$ cat src/inc/dqf_consts.svh
// Register offsets, field positions, codes and timing of the director queue.
`ifndef DQF_CONSTS_SVH
`define DQF_CONSTS_SVH
`define DQF_OFF_FUNC   8'h00
`define DQF_OFF_STAT   8'h04
`define DQF_OFF_FADDR  8'h08
`define DQF_OFF_OUTR   8'h0c
`define DQF_OFF_RFPTR  8'h10
`define DQF_OFF_RFDAT  8'h14
`define DQF_FC_CLEAR   16'h0020
`define DQF_FC_LOAD    16'h0018
`define DQF_FC_EXEC    16'h0022
`define DQF_OP_BRANCH  8'h01
`define DQF_OP_STOP    8'h02
`define DQF_OP_TERM    8'h03
`define DQF_OP_ADDR    8'h04
`define DQF_OP_DATA    8'h05
`define DQF_OP_ADD     8'h10
`define DQF_OP_SUB     8'h11
`define DQF_OP_DEC     8'h12
`define DQF_OP_PASS    8'h13
`define DQF_OP_COMP    8'h14
`define DQF_OP_BCMP    8'h15
`define DQF_ST_EMPTY   0
`define DQF_ST_FULL    1
`define DQF_ST_LOAD    2
`define DQF_ST_EXEN    3
`define DQF_ST_OVLD    4
`define DQF_ST_DBUSY   5
`define DQF_ST_CMP     6
`define DQF_ST_XBUSY   7
`define DQF_ST_WP      8
`define DQF_ST_RP      12
`define DQF_ST_HALF    16
`define DQF_ST_ASEC    17
`define DQF_ADDR_TAIL  2'h3
`define DQF_FADDR_RST  16'h0000
`define DQF_CLK_NS     40
`define DQF_EXEC_NS    160
`endif

$ cat src/inc/dqf_pkg.sv
// Types shared by the director queue design.
package dqf_pkg;
  typedef logic [15:0] dqf_word_t;
  typedef logic [31:0] dqf_entry_t;
  typedef enum logic [0:0] {FS_OFF, FS_ON} dqf_fetch_t;
endpackage

$ cat src/rtl/dqf_top.sv
// Director queue: prefetch, pre-decode, execution, register file and ALU.
`timescale 1ns/1ps
`include "dqf_consts.svh"
// --------------------------------------------------------------------------
// Overview of operation
// - Queue holds sixteen 32-bit entries, circular.
// - Full/empty set when pointer increment meets other.
// - Full lets only read move; empty only write.
// - Queue controlled by function codes written in.
// - Code 0020 empties queue, zeroes fetch address.
// - Code 0018 starts fetching from fetch address.
// - Code 0022 extracts oldest, or runs next loaded.
// - Fetch address increments per word; two per entry.
// - Entry complete once second word written.
// - Leading code bits of word are pre-decoded.
// - Branch not queued; next word becomes address.
// - Stop not queued; fetch halts, address increments.
// - Terminate queued alone, write pointer advances.
// - Address director: next three words not decoded.
// - Other directors: first, then undecoded second.
// - Next director decoded while previous executes.
// - Data director done early; next data waits.
// - Terminate stops extraction until new 0022.
// - Sixteen-word register file, loadable auto pointers.
// - Register file contents readable by processor.
// - ALU add, sub, dec, pass, complement, write back.
// - Bit compare sets flag on any common bit.
// --------------------------------------------------------------------------
module dqf_top
  import dqf_pkg::*;
#(
  parameter int DEPTH = 16
)
(
  input  wire logic        pclk,
  input  wire logic        presetn,
  input  wire logic        ce,
  input  wire logic        psel,
  input  wire logic        penable,
  input  wire logic        pwrite,
  input  wire logic [7:0]  paddr,
  input  wire logic [31:0] pwdata,
  output logic      [31:0] prdata,
  output logic             pready,
  output logic             pslverr,
  output logic             mem_req,
  output logic      [15:0] mem_addr,
  input  wire logic        mem_ack,
  input  wire logic [15:0] mem_rdata,
  input  wire logic        xfer_done,
  output logic             cmp_flag
);

  localparam int PW = $clog2(DEPTH);
  localparam int XC = (`DQF_EXEC_NS + `DQF_CLK_NS - 1) / `DQF_CLK_NS;
  // Execution time of one director, at least one cycle.
  localparam logic [3:0] EXEC_CYC = 4'((XC < 1) ? 1 : XC);

  // Pointers are plain wrap counters, so only powers of two work.
  if ((1 << PW) != DEPTH || DEPTH < 2 || DEPTH > 16) begin : g_chk
    $error("DEPTH must be a power of two from 2 to 16");
  end

  // --------------------------------------------------------------------------
  // State
  // --------------------------------------------------------------------------
  dqf_entry_t      q [DEPTH];         // Director queue storage.
  dqf_entry_t      next_q [DEPTH];
  logic [PW-1:0]   wptr, next_wptr;   // Input pointer.
  logic [PW-1:0]   rptr, next_rptr;   // Output pointer.
  logic            q_full, next_q_full;
  logic            q_empty, next_q_empty;
  dqf_fetch_t      fs, next_fs;       // Loading on or off.
  logic            next_mem_req;
  dqf_word_t       next_mem_addr;
  dqf_word_t       fetch_addr, next_fetch_addr;
  logic            half, next_half;   // Second word of entry due.
  logic            br_pend, next_br_pend;
  logic [1:0]      nodec, next_nodec; // Words still exempt from decode.
  logic            exec_en, next_exec_en;
  logic            out_vld, next_out_vld;
  dqf_entry_t      out_reg, next_out_reg;
  logic [3:0]      exec_cnt, next_exec_cnt;
  logic            data_busy, next_data_busy;
  logic            addr_second, next_addr_second;
  logic            next_cmp_flag;
  dqf_word_t       rf [16];           // Register file.
  dqf_word_t       next_rf [16];
  logic [3:0]      rf_wp, next_rf_wp;
  logic [3:0]      rf_rp, next_rf_rp;
  logic [31:0]     next_prdata;
  logic            next_pready;
  logic            next_pslverr;

  // Per-cycle events, seen by the checks as well.
  logic            setup, acc, func_wr, mclr;
  logic            wr_adv, rd_adv, exec_go, term_hit;
  dqf_word_t       alu_a, alu_b;
  logic [7:0]      op;

  // --------------------------------------------------------------------------
  // Next-state logic
  // --------------------------------------------------------------------------
  // One process computes every next value; the order of the blocks below
  // sets priority, with master clear last so that it overrides them for every register it clears.
  always_comb begin
    next_q           = q;
    next_rf          = rf;
    next_wptr        = wptr;
    next_rptr        = rptr;
    next_q_full      = q_full;
    next_q_empty     = q_empty;
    next_fs          = fs;
    next_mem_req     = mem_req;
    next_mem_addr    = mem_addr;
    next_fetch_addr  = fetch_addr;
    next_half        = half;
    next_br_pend     = br_pend;
    next_nodec       = nodec;
    next_exec_en     = exec_en;
    next_out_vld     = out_vld;
    next_out_reg     = out_reg;
    next_exec_cnt    = exec_cnt;
    next_data_busy   = data_busy;
    next_addr_second = addr_second;
    next_cmp_flag    = cmp_flag;
    next_rf_wp       = rf_wp;
    next_rf_rp       = rf_rp;
    next_prdata      = prdata;
    next_pslverr     = 1'b0;
    wr_adv           = 1'b0;
    rd_adv           = 1'b0;
    exec_go          = 1'b0;
    term_hit         = 1'b0;
    op               = out_reg[31:24];
    alu_a            = rf[out_reg[19:16]];
    alu_b            = out_reg[15:0];
    setup            = psel && !penable;
    acc              = psel && penable && pready;
    func_wr          = acc && pwrite && (paddr == `DQF_OFF_FUNC);
    mclr             = func_wr && (pwdata[15:0] == `DQF_FC_CLEAR);
    // Answer in the cycle after setup; read data is latched in setup, write data taken in access.
    next_pready      = setup;

    // Read mux, latched during setup so that prdata is a flop.
    if (setup) begin
      next_prdata = 32'h0000_0000;
      case (paddr)
        `DQF_OFF_FUNC: next_prdata = 32'h0000_0000;
        `DQF_OFF_STAT: begin
          next_prdata[`DQF_ST_EMPTY]     = q_empty;
          next_prdata[`DQF_ST_FULL]      = q_full;
          next_prdata[`DQF_ST_LOAD]      = (fs == FS_ON);
          next_prdata[`DQF_ST_EXEN]      = exec_en;
          next_prdata[`DQF_ST_OVLD]      = out_vld;
          next_prdata[`DQF_ST_DBUSY]     = data_busy;
          next_prdata[`DQF_ST_CMP]       = cmp_flag;
          next_prdata[`DQF_ST_XBUSY]     = (exec_cnt != 4'h0);
          next_prdata[`DQF_ST_WP +: PW]  = wptr;
          next_prdata[`DQF_ST_RP +: PW]  = rptr;
          next_prdata[`DQF_ST_HALF]      = half;
          next_prdata[`DQF_ST_ASEC]      = addr_second;
        end
        `DQF_OFF_FADDR: next_prdata = {16'h0000, fetch_addr};
        `DQF_OFF_OUTR:  next_prdata = out_reg;
        `DQF_OFF_RFPTR: next_prdata = {24'h00_0000, rf_rp, rf_wp};
        `DQF_OFF_RFDAT: next_prdata = {16'h0000, rf[rf_rp]};
        default:        next_pslverr = 1'b1;
      endcase
    end

    // Function codes from the processor; unknown codes are ignored.
    if (func_wr) begin
      if (pwdata[15:0] == `DQF_FC_LOAD) begin
        next_fs = FS_ON;
      end
      if (pwdata[15:0] == `DQF_FC_EXEC) begin
        next_exec_en = 1'b1;
      end
    end

    // Fetch side: one 16-bit reference at a time.
    if (mem_req && mem_ack) begin
      next_mem_req    = 1'b0;
      next_fetch_addr = fetch_addr + 16'h0001;
      if (br_pend) begin
        // Branch target replaces the address; no increment.
        next_fetch_addr = mem_rdata;
        next_br_pend    = 1'b0;
      end else if (half || nodec != 2'h0) begin
        // Words not looked at by the pre-decode.
        if (nodec != 2'h0) begin
          next_nodec = nodec - 2'h1;
        end
        if (!half) begin
          next_q[wptr][31:16] = mem_rdata;
          next_half           = 1'b1;
        end else begin
          next_q[wptr][15:0] = mem_rdata;
          next_half          = 1'b0;
          wr_adv             = 1'b1;
        end
      end else begin
        // First word of a director: look at its code.
        case (mem_rdata[15:8])
          `DQF_OP_BRANCH: next_br_pend = 1'b1;
          `DQF_OP_STOP:   next_fs = FS_OFF;
          `DQF_OP_TERM: begin
            next_q[wptr] = {mem_rdata, 16'h0000};
            wr_adv       = 1'b1;
          end
          `DQF_OP_ADDR: begin
            next_q[wptr][31:16] = mem_rdata;
            next_half           = 1'b1;
            next_nodec          = `DQF_ADDR_TAIL;
          end
          default: begin
            next_q[wptr][31:16] = mem_rdata;
            next_half           = 1'b1;
          end
        endcase
      end
    end else if (fs == FS_ON && !mem_req && !q_full) begin
      // Nothing is requested while the queue is full.
      next_mem_req  = 1'b1;
      next_mem_addr = fetch_addr;
    end

    // Execution timer and end of a data transfer.
    if (exec_cnt != 4'h0) begin
      next_exec_cnt = exec_cnt - 4'h1;
    end
    if (xfer_done) begin
      next_data_busy = 1'b0;
    end

    // Decode the output register once the previous director is done.
    if (out_vld && exec_cnt == 4'h0) begin
      if (addr_second) begin
        // Second half of an address director is only consumed.
        next_addr_second = 1'b0;
        next_out_vld     = 1'b0;
      end else begin
        case (op)
          `DQF_OP_TERM: begin
            term_hit     = 1'b1;
            next_exec_en = 1'b0;
            next_out_vld = 1'b0;
          end
          `DQF_OP_DATA: begin
            // A second data director waits for the transfer.
            if (!data_busy) begin
              exec_go        = 1'b1;
              next_data_busy = 1'b1;
            end
          end
          `DQF_OP_ADDR: begin
            exec_go          = 1'b1;
            next_addr_second = 1'b1;
          end
          `DQF_OP_ADD: begin
            exec_go                  = 1'b1;
            next_rf[out_reg[19:16]]  = alu_a + alu_b;
          end
          `DQF_OP_SUB: begin
            exec_go                  = 1'b1;
            next_rf[out_reg[19:16]]  = alu_a - alu_b;
          end
          `DQF_OP_DEC: begin
            exec_go                  = 1'b1;
            next_rf[out_reg[19:16]]  = alu_a - 16'h0001;
          end
          `DQF_OP_PASS: begin
            exec_go                  = 1'b1;
            next_rf[out_reg[19:16]]  = alu_a;
          end
          `DQF_OP_COMP: begin
            exec_go                  = 1'b1;
            next_rf[out_reg[19:16]]  = ~alu_a;
          end
          `DQF_OP_BCMP: begin
            exec_go       = 1'b1;
            next_cmp_flag = ((alu_a & alu_b) != 16'h0000);
          end
          default: exec_go = 1'b1;
        endcase
        if (exec_go) begin
          next_out_vld  = 1'b0;
          next_exec_cnt = EXEC_CYC;
        end
      end
    end

    // Refill the output register as soon as it empties, so the next
    // director is decoded while this one still runs.
    if (next_exec_en && !next_out_vld && !q_empty && !mclr) begin
      next_out_reg = q[rptr];
      next_out_vld = 1'b1;
      rd_adv       = 1'b1;
    end

    // Pointers and flags; a step on both sides leaves both flags.
    if (wr_adv) begin
      next_wptr = wptr + 1'b1;
    end
    if (rd_adv) begin
      next_rptr = rptr + 1'b1;
    end
    if (wr_adv && !rd_adv) begin
      next_q_full  = ((wptr + 1'b1) == rptr);
      next_q_empty = 1'b0;
    end
    if (rd_adv && !wr_adv) begin
      next_q_empty = ((rptr + 1'b1) == wptr);
      next_q_full  = 1'b0;
    end

    // Register file pointers and data port; each access steps a pointer.
    if (acc && pwrite && paddr == `DQF_OFF_RFPTR) begin
      next_rf_wp = pwdata[3:0];
      next_rf_rp = pwdata[7:4];
    end
    if (acc && paddr == `DQF_OFF_RFDAT) begin
      if (pwrite) begin
        next_rf[rf_wp] = pwdata[15:0];
        next_rf_wp     = rf_wp + 4'h1;
      end else begin
        next_rf_rp = rf_rp + 4'h1;
      end
    end

    // Master clear drops any reference in flight as well.
    if (mclr) begin
      next_wptr        = '0;
      next_rptr        = '0;
      next_q_empty     = 1'b1;
      next_q_full      = 1'b0;
      next_fetch_addr  = `DQF_FADDR_RST;
      next_fs          = FS_OFF;
      next_mem_req     = 1'b0;
      next_half        = 1'b0;
      next_br_pend     = 1'b0;
      next_nodec       = 2'h0;
      next_exec_en     = 1'b0;
      next_out_vld     = 1'b0;
      next_addr_second = 1'b0;
      next_exec_cnt    = 4'h0;
      next_data_busy   = 1'b0;
    end
  end

  // --------------------------------------------------------------------------
  // Registers
  // --------------------------------------------------------------------------
  // All state holds while the clock enable is low.
  always_ff @(posedge pclk or negedge presetn) begin
    if (!presetn) begin
      for (int i = 0; i < DEPTH; i++) begin
        q[i] <= 32'h0000_0000;
      end
      for (int j = 0; j < 16; j++) begin
        rf[j] <= 16'h0000;
      end
      wptr        <= '0;
      rptr        <= '0;
      q_full      <= 1'b0;
      q_empty     <= 1'b1;
      fs          <= FS_OFF;
      mem_req     <= 1'b0;
      mem_addr    <= 16'h0000;
      fetch_addr  <= `DQF_FADDR_RST;
      half        <= 1'b0;
      br_pend     <= 1'b0;
      nodec       <= 2'h0;
      exec_en     <= 1'b0;
      out_vld     <= 1'b0;
      out_reg     <= 32'h0000_0000;
      exec_cnt    <= 4'h0;
      data_busy   <= 1'b0;
      addr_second <= 1'b0;
      cmp_flag    <= 1'b0;
      rf_wp       <= 4'h0;
      rf_rp       <= 4'h0;
      prdata      <= 32'h0000_0000;
      pready      <= 1'b0;
      pslverr     <= 1'b0;
    end else if (ce) begin
      q           <= next_q;
      rf          <= next_rf;
      wptr        <= next_wptr;
      rptr        <= next_rptr;
      q_full      <= next_q_full;
      q_empty     <= next_q_empty;
      fs          <= next_fs;
      mem_req     <= next_mem_req;
      mem_addr    <= next_mem_addr;
      fetch_addr  <= next_fetch_addr;
      half        <= next_half;
      br_pend     <= next_br_pend;
      nodec       <= next_nodec;
      exec_en     <= next_exec_en;
      out_vld     <= next_out_vld;
      out_reg     <= next_out_reg;
      exec_cnt    <= next_exec_cnt;
      data_busy   <= next_data_busy;
      addr_second <= next_addr_second;
      cmp_flag    <= next_cmp_flag;
      rf_wp       <= next_rf_wp;
      rf_rp       <= next_rf_rp;
      prdata      <= next_prdata;
      pready      <= next_pready;
      pslverr     <= next_pslverr;
    end
  end
endmodule

$ cat config.mk
export PLATFORM = sky130hd
export DESIGN_NAME = dqf_top
export DESIGN_NICKNAME = d
export VERILOG_FILES = /design/src/inc/dqf_pkg.sv /design/src/rtl/dqf_top.sv
export VERILOG_INCLUDE_DIRS = /design/src /design/src/inc
export SDC_FILE = /design/constraint.sdc
export NUM_CORES = 2
export LEC_CHECK = 0
export CAP_MARGIN = 20
export CORE_MARGIN = 3
export CORE_UTILIZATION = 45
export CTS_CLUSTER_DIAMETER = 100
export CTS_CLUSTER_SIZE = 24
export DETAILED_ROUTE_END_ITERATION = 10
export DONT_BUFFER_PORTS = 1
export MAX_ROUTING_LAYER = met4
export SYNTH_ARGS = -nofsm -noshare
export SYNTH_HDL_FRONTEND = slang
export SYNTH_SLANG_ARGS = --single-unit
$ cat constraint.sdc
create_clock -name pclk -period 8.9 [get_ports pclk]
set_input_delay 0.89 -clock pclk [delete_from_list [all_inputs] [get_ports pclk]]
set_output_delay 0.89 -clock pclk [all_outputs]
set_load 0.02 [all_outputs]
==> impl_metrics.json <==
{
  "status": "complete, no violations",
  "wl_per_cell_um": 30.9,
  "syn_nets": 5088,
  "ys_warn_count": 0,
  "clockRootBuffer": "clkbuf_16",
  "setup_ws_ns": 2.05,
  "clockBufferDepth": 3,
  "maxCapViolCount": 0,
  "drv_slew": 0,
  "fin_util": 0.483,
  "drtIter0Drc": 5748,
  "power_density_nw_per_um2": 132,
  "grt_start_max_net_pins": 233,
  "synth_edf_count": 0,
  "max_stage_delay_ns": 0.89,
  "finish.net_count": 4859,
  "wl_met1_um": 74200,
  "dieHeight_um": 341,
  "reg2reg_from": "out_reg[16]",
  "wl_um": 194000,
  "vdd_drop_max_mv": 0.142,
  "ys_seq_area_frac": 0.445,
  "routed_via_density": 6.87,
  "area_growth_pct": 6.15,
  "numCtsBuffers": 48,
  "crit_chain": "buf_12 -> mux4_2 -> a22o_1 -> nor2_1 -> inv_1 -> ha_1 -> nor2b_1 -> o311ai_0 -> a31oi_1 -> a311oi_1 -> nor4_1 -> o41ai_1 -> o221ai_2 -> a2111oi_0 -> o21ai_0",
  "fp-row-count": 122,
  "post_cts_buffers": 0,
  "synth_seq_cells": 899,
  "ioPinCount": 116,
  "timing.fmax_mhz": 146,
  "cp-end-kind": "flip-flop",
  "period_needed_ns": 6.85,
  "start_util": 0.455,
  "globalplace.congestion": 1.01,
  "reg.largest.list": "q: 512 flops, rf: 256 flops",
  "slowest_stage": "dfrtp_4",
  "grt_pass1_wl_um": 284000,
  "insertion_delay_ns": 0.72,
  "overflow": 0,
  "syn_area_um2": 50500,
  "hpwl_um": 133000,
  "ys.flop_type": "dfrtp_1",
  "h-tree-depth": 2,
  "avgSynthCellArea_um2": 10.2,
  "wl_met2_um": 88000,
  "hold_path.class": "input port to asynchronous set/reset pin",
  "rsz0062_at_grt": "false",
  "critical_path_arrival_ns": 7.39,
  "worstRegToRegCells": 15,
  "tightest_slew_ns": 1.48,
  "worst_setup_path_start_kind": "flip-flop",
  "required_ns": 9.44,
  "period_share": 0.770,
  "postRouteAntennaNets": 0,
  "wl_met3_um": 19100,
  "dp_slack_ns": 2.29,
  "cts_tree": "yes",
  "setup_tns_ns": 0,
  "regMostFlops": "q",
  "layout-drive-gt1-share": 0.174,
  "design.core.area_um2": 111000,
  "antenna_found_initial": 5,
  "ff2ff_setup_slack_ns": 2.05,
  "synth_cell_types": 94,
  "die_w_um": 341,
  "skew_ns": 0.0747,
  "drt_first_pass_iters": 9,
  "hold_viol": 0,
  "n_fill_cell": 10500,
  "cts.sinks": 899,
  "synth-async-reset-ratio": 1.00,
  "top_layer": "met4",
  "r2r-end": "rf[47]",
  "synthCells": 4972,
  "grt_pass1_vias": 41100,
  "worstPathMaxFanout": 47,
  "maxSlewHeadroom": 0.0111,
  "clkTransAtPathRegs_ns": 0.11,
  "cts_resized": 0,
  "leakage_nw": 22.4,
  "port-buffer-count": 0,
  "drcViolationCount": 0,
  "die_area_um2": 116000,
  "largest_reg_flops": 512,
  "grt_usage": 0.336,
  "num_vias": 43100,
  "setup_viol": 0,
  "criticalPathCategory": "flip-flop to flip-flop"
}
==> cells in the final DEF, fill, tap and decap left out, drive strengths merged, types with 42 or more instances in the layout <==
cell	synthesis	routed
clkbuf	370	66
nand3	94	94
ha	50	50
nor3	54	54
a21oi	348	348
mux2	294	294
nor2	378	378
nand2	583	583
o21ai	542	542
a222oi	48	48
a21o	42	42
inv	54	62
buf	61	150
a31oi	63	63
mux2i	69	69
o22ai	169	169
dfrtp	898	898
mux4	240	240
a22oi	69	69
==> report_power, final <==
group	total (mW)	internal, mW	switching [mW]
registers	4.15	4.11	0.0360
logic	0.291	0.0854	0.205
clock network	2.64	1.10	1.54
==> stage by stage <==
stage	instance area, µm²	hold slack [ns]	power, mW	cells
after detailed placement	52100	0.465	4.51	6177
after global placement	52000	0.456	4.50	6176
after CTS	53600	0.305	7.12	6258
final	53600	0.0341	7.09	6267
after floorplan	50500	0.445	4.39	4972
after global routing	53600	0.292	7.28	6266
==> repair_timing <==
item,in CTS,in global routing
hold buffers,2,0
endpoints found under the hold margin,31,0
endpoints found under the setup margin,0,0
==> cell type report <==
cell class | count | area [µm²] | share of cell area
Clock buffer | 65 | 1290 | 0.0241
Antenna cell | 7 | 17.5 | 0.000327
Timing Repair Buffer | 152 | 1260 | 0.0236
Multi-Input combinational cell | 3587 | 26300 | 0.489
Sequential cell | 899 | 22500 | 0.420
Clock inverter | 14 | 233 | 0.00434
Inverter | 55 | 206 | 0.00385
Tap cell | 1488 | 1860 | 0.0347
==> worst max-delay path, delay by kind of cell, from the launching register on <==
kind | cells | cell delay (ns)
AND/OR/NAND/NOR | 3 | 0.61
buffers and inverters | 2 | 0.62
adder cells (fa/ha/maj) | 1 | 0.35
AO/OA/AOI/OAI | 8 | 3.43
flip-flops | 1 | 0.89
multiplexers | 1 | 0.60
==> cell usage after synthesis (all sizes together) (21+ instances only) <==
| master | instances | share of area |
|---|---|---|
| o31ai | 26 | 0.0039 |
| a221o | 23 | 0.0046 |
| buf | 61 | 0.0064 |
| o21ai | 542 | 0.054 |
| nand4 | 21 | 0.0026 |
| mux2i | 69 | 0.014 |
| nand3 | 94 | 0.0093 |
| a31oi | 63 | 0.0078 |
| dfrtp | 898 | 0.44 |
| xnor2 | 29 | 0.0050 |
| a221oi | 36 | 0.0069 |
| a22oi | 69 | 0.010 |
| nand2 | 583 | 0.043 |
| a2111oi | 21 | 0.0046 |
| a222oi | 48 | 0.0095 |
| mux4 | 240 | 0.11 |
| a22o | 32 | 0.0056 |
| o221ai | 26 | 0.0046 |
| and3 | 27 | 0.0034 |
| nor3 | 54 | 0.0059 |
| xor2 | 30 | 0.0052 |
| inv | 54 | 0.0040 |
| o22ai | 169 | 0.021 |
| nor4 | 36 | 0.0049 |
| a21o | 42 | 0.0062 |
| clkbuf | 370 | 0.028 |
| nor2 | 378 | 0.028 |
| nand2b | 25 | 0.0031 |
| a21oi | 348 | 0.034 |
| mux2 | 294 | 0.066 |
| ha | 50 | 0.012 |
==> metal layers <==
layer  up-vias  GRT usage
met4         0      0.179
met2      2559      0.512
met5         -          -
met1     21800      0.422
li1      18100          -
met3       596     0.0725
==> worst max-delay path by stage <==
stage / start / end
2_1_floorplan: out_reg[16] / rf[206]
3_3_place_gp: out_reg[16] / rf[47]
3_5_place_dp: out_reg[16] / rf[26]
4_1_cts: out_reg[16] / rf[47]
5_1_grt: out_reg[16] / rf[102]
6_report: out_reg[16] / rf[47]
==> cells by family after synthesis <==
family,synth area share
muxes,0.186
AOI/OAI and AO/OA,0.193
and+or+nand+nor,0.114
xor gates and xnor gates,0.0102
adders and majority gates,0.0132
DFF,0.445
buffers and inverters,0.0380
No activity file was read; power rests on OpenSTA's default activity.
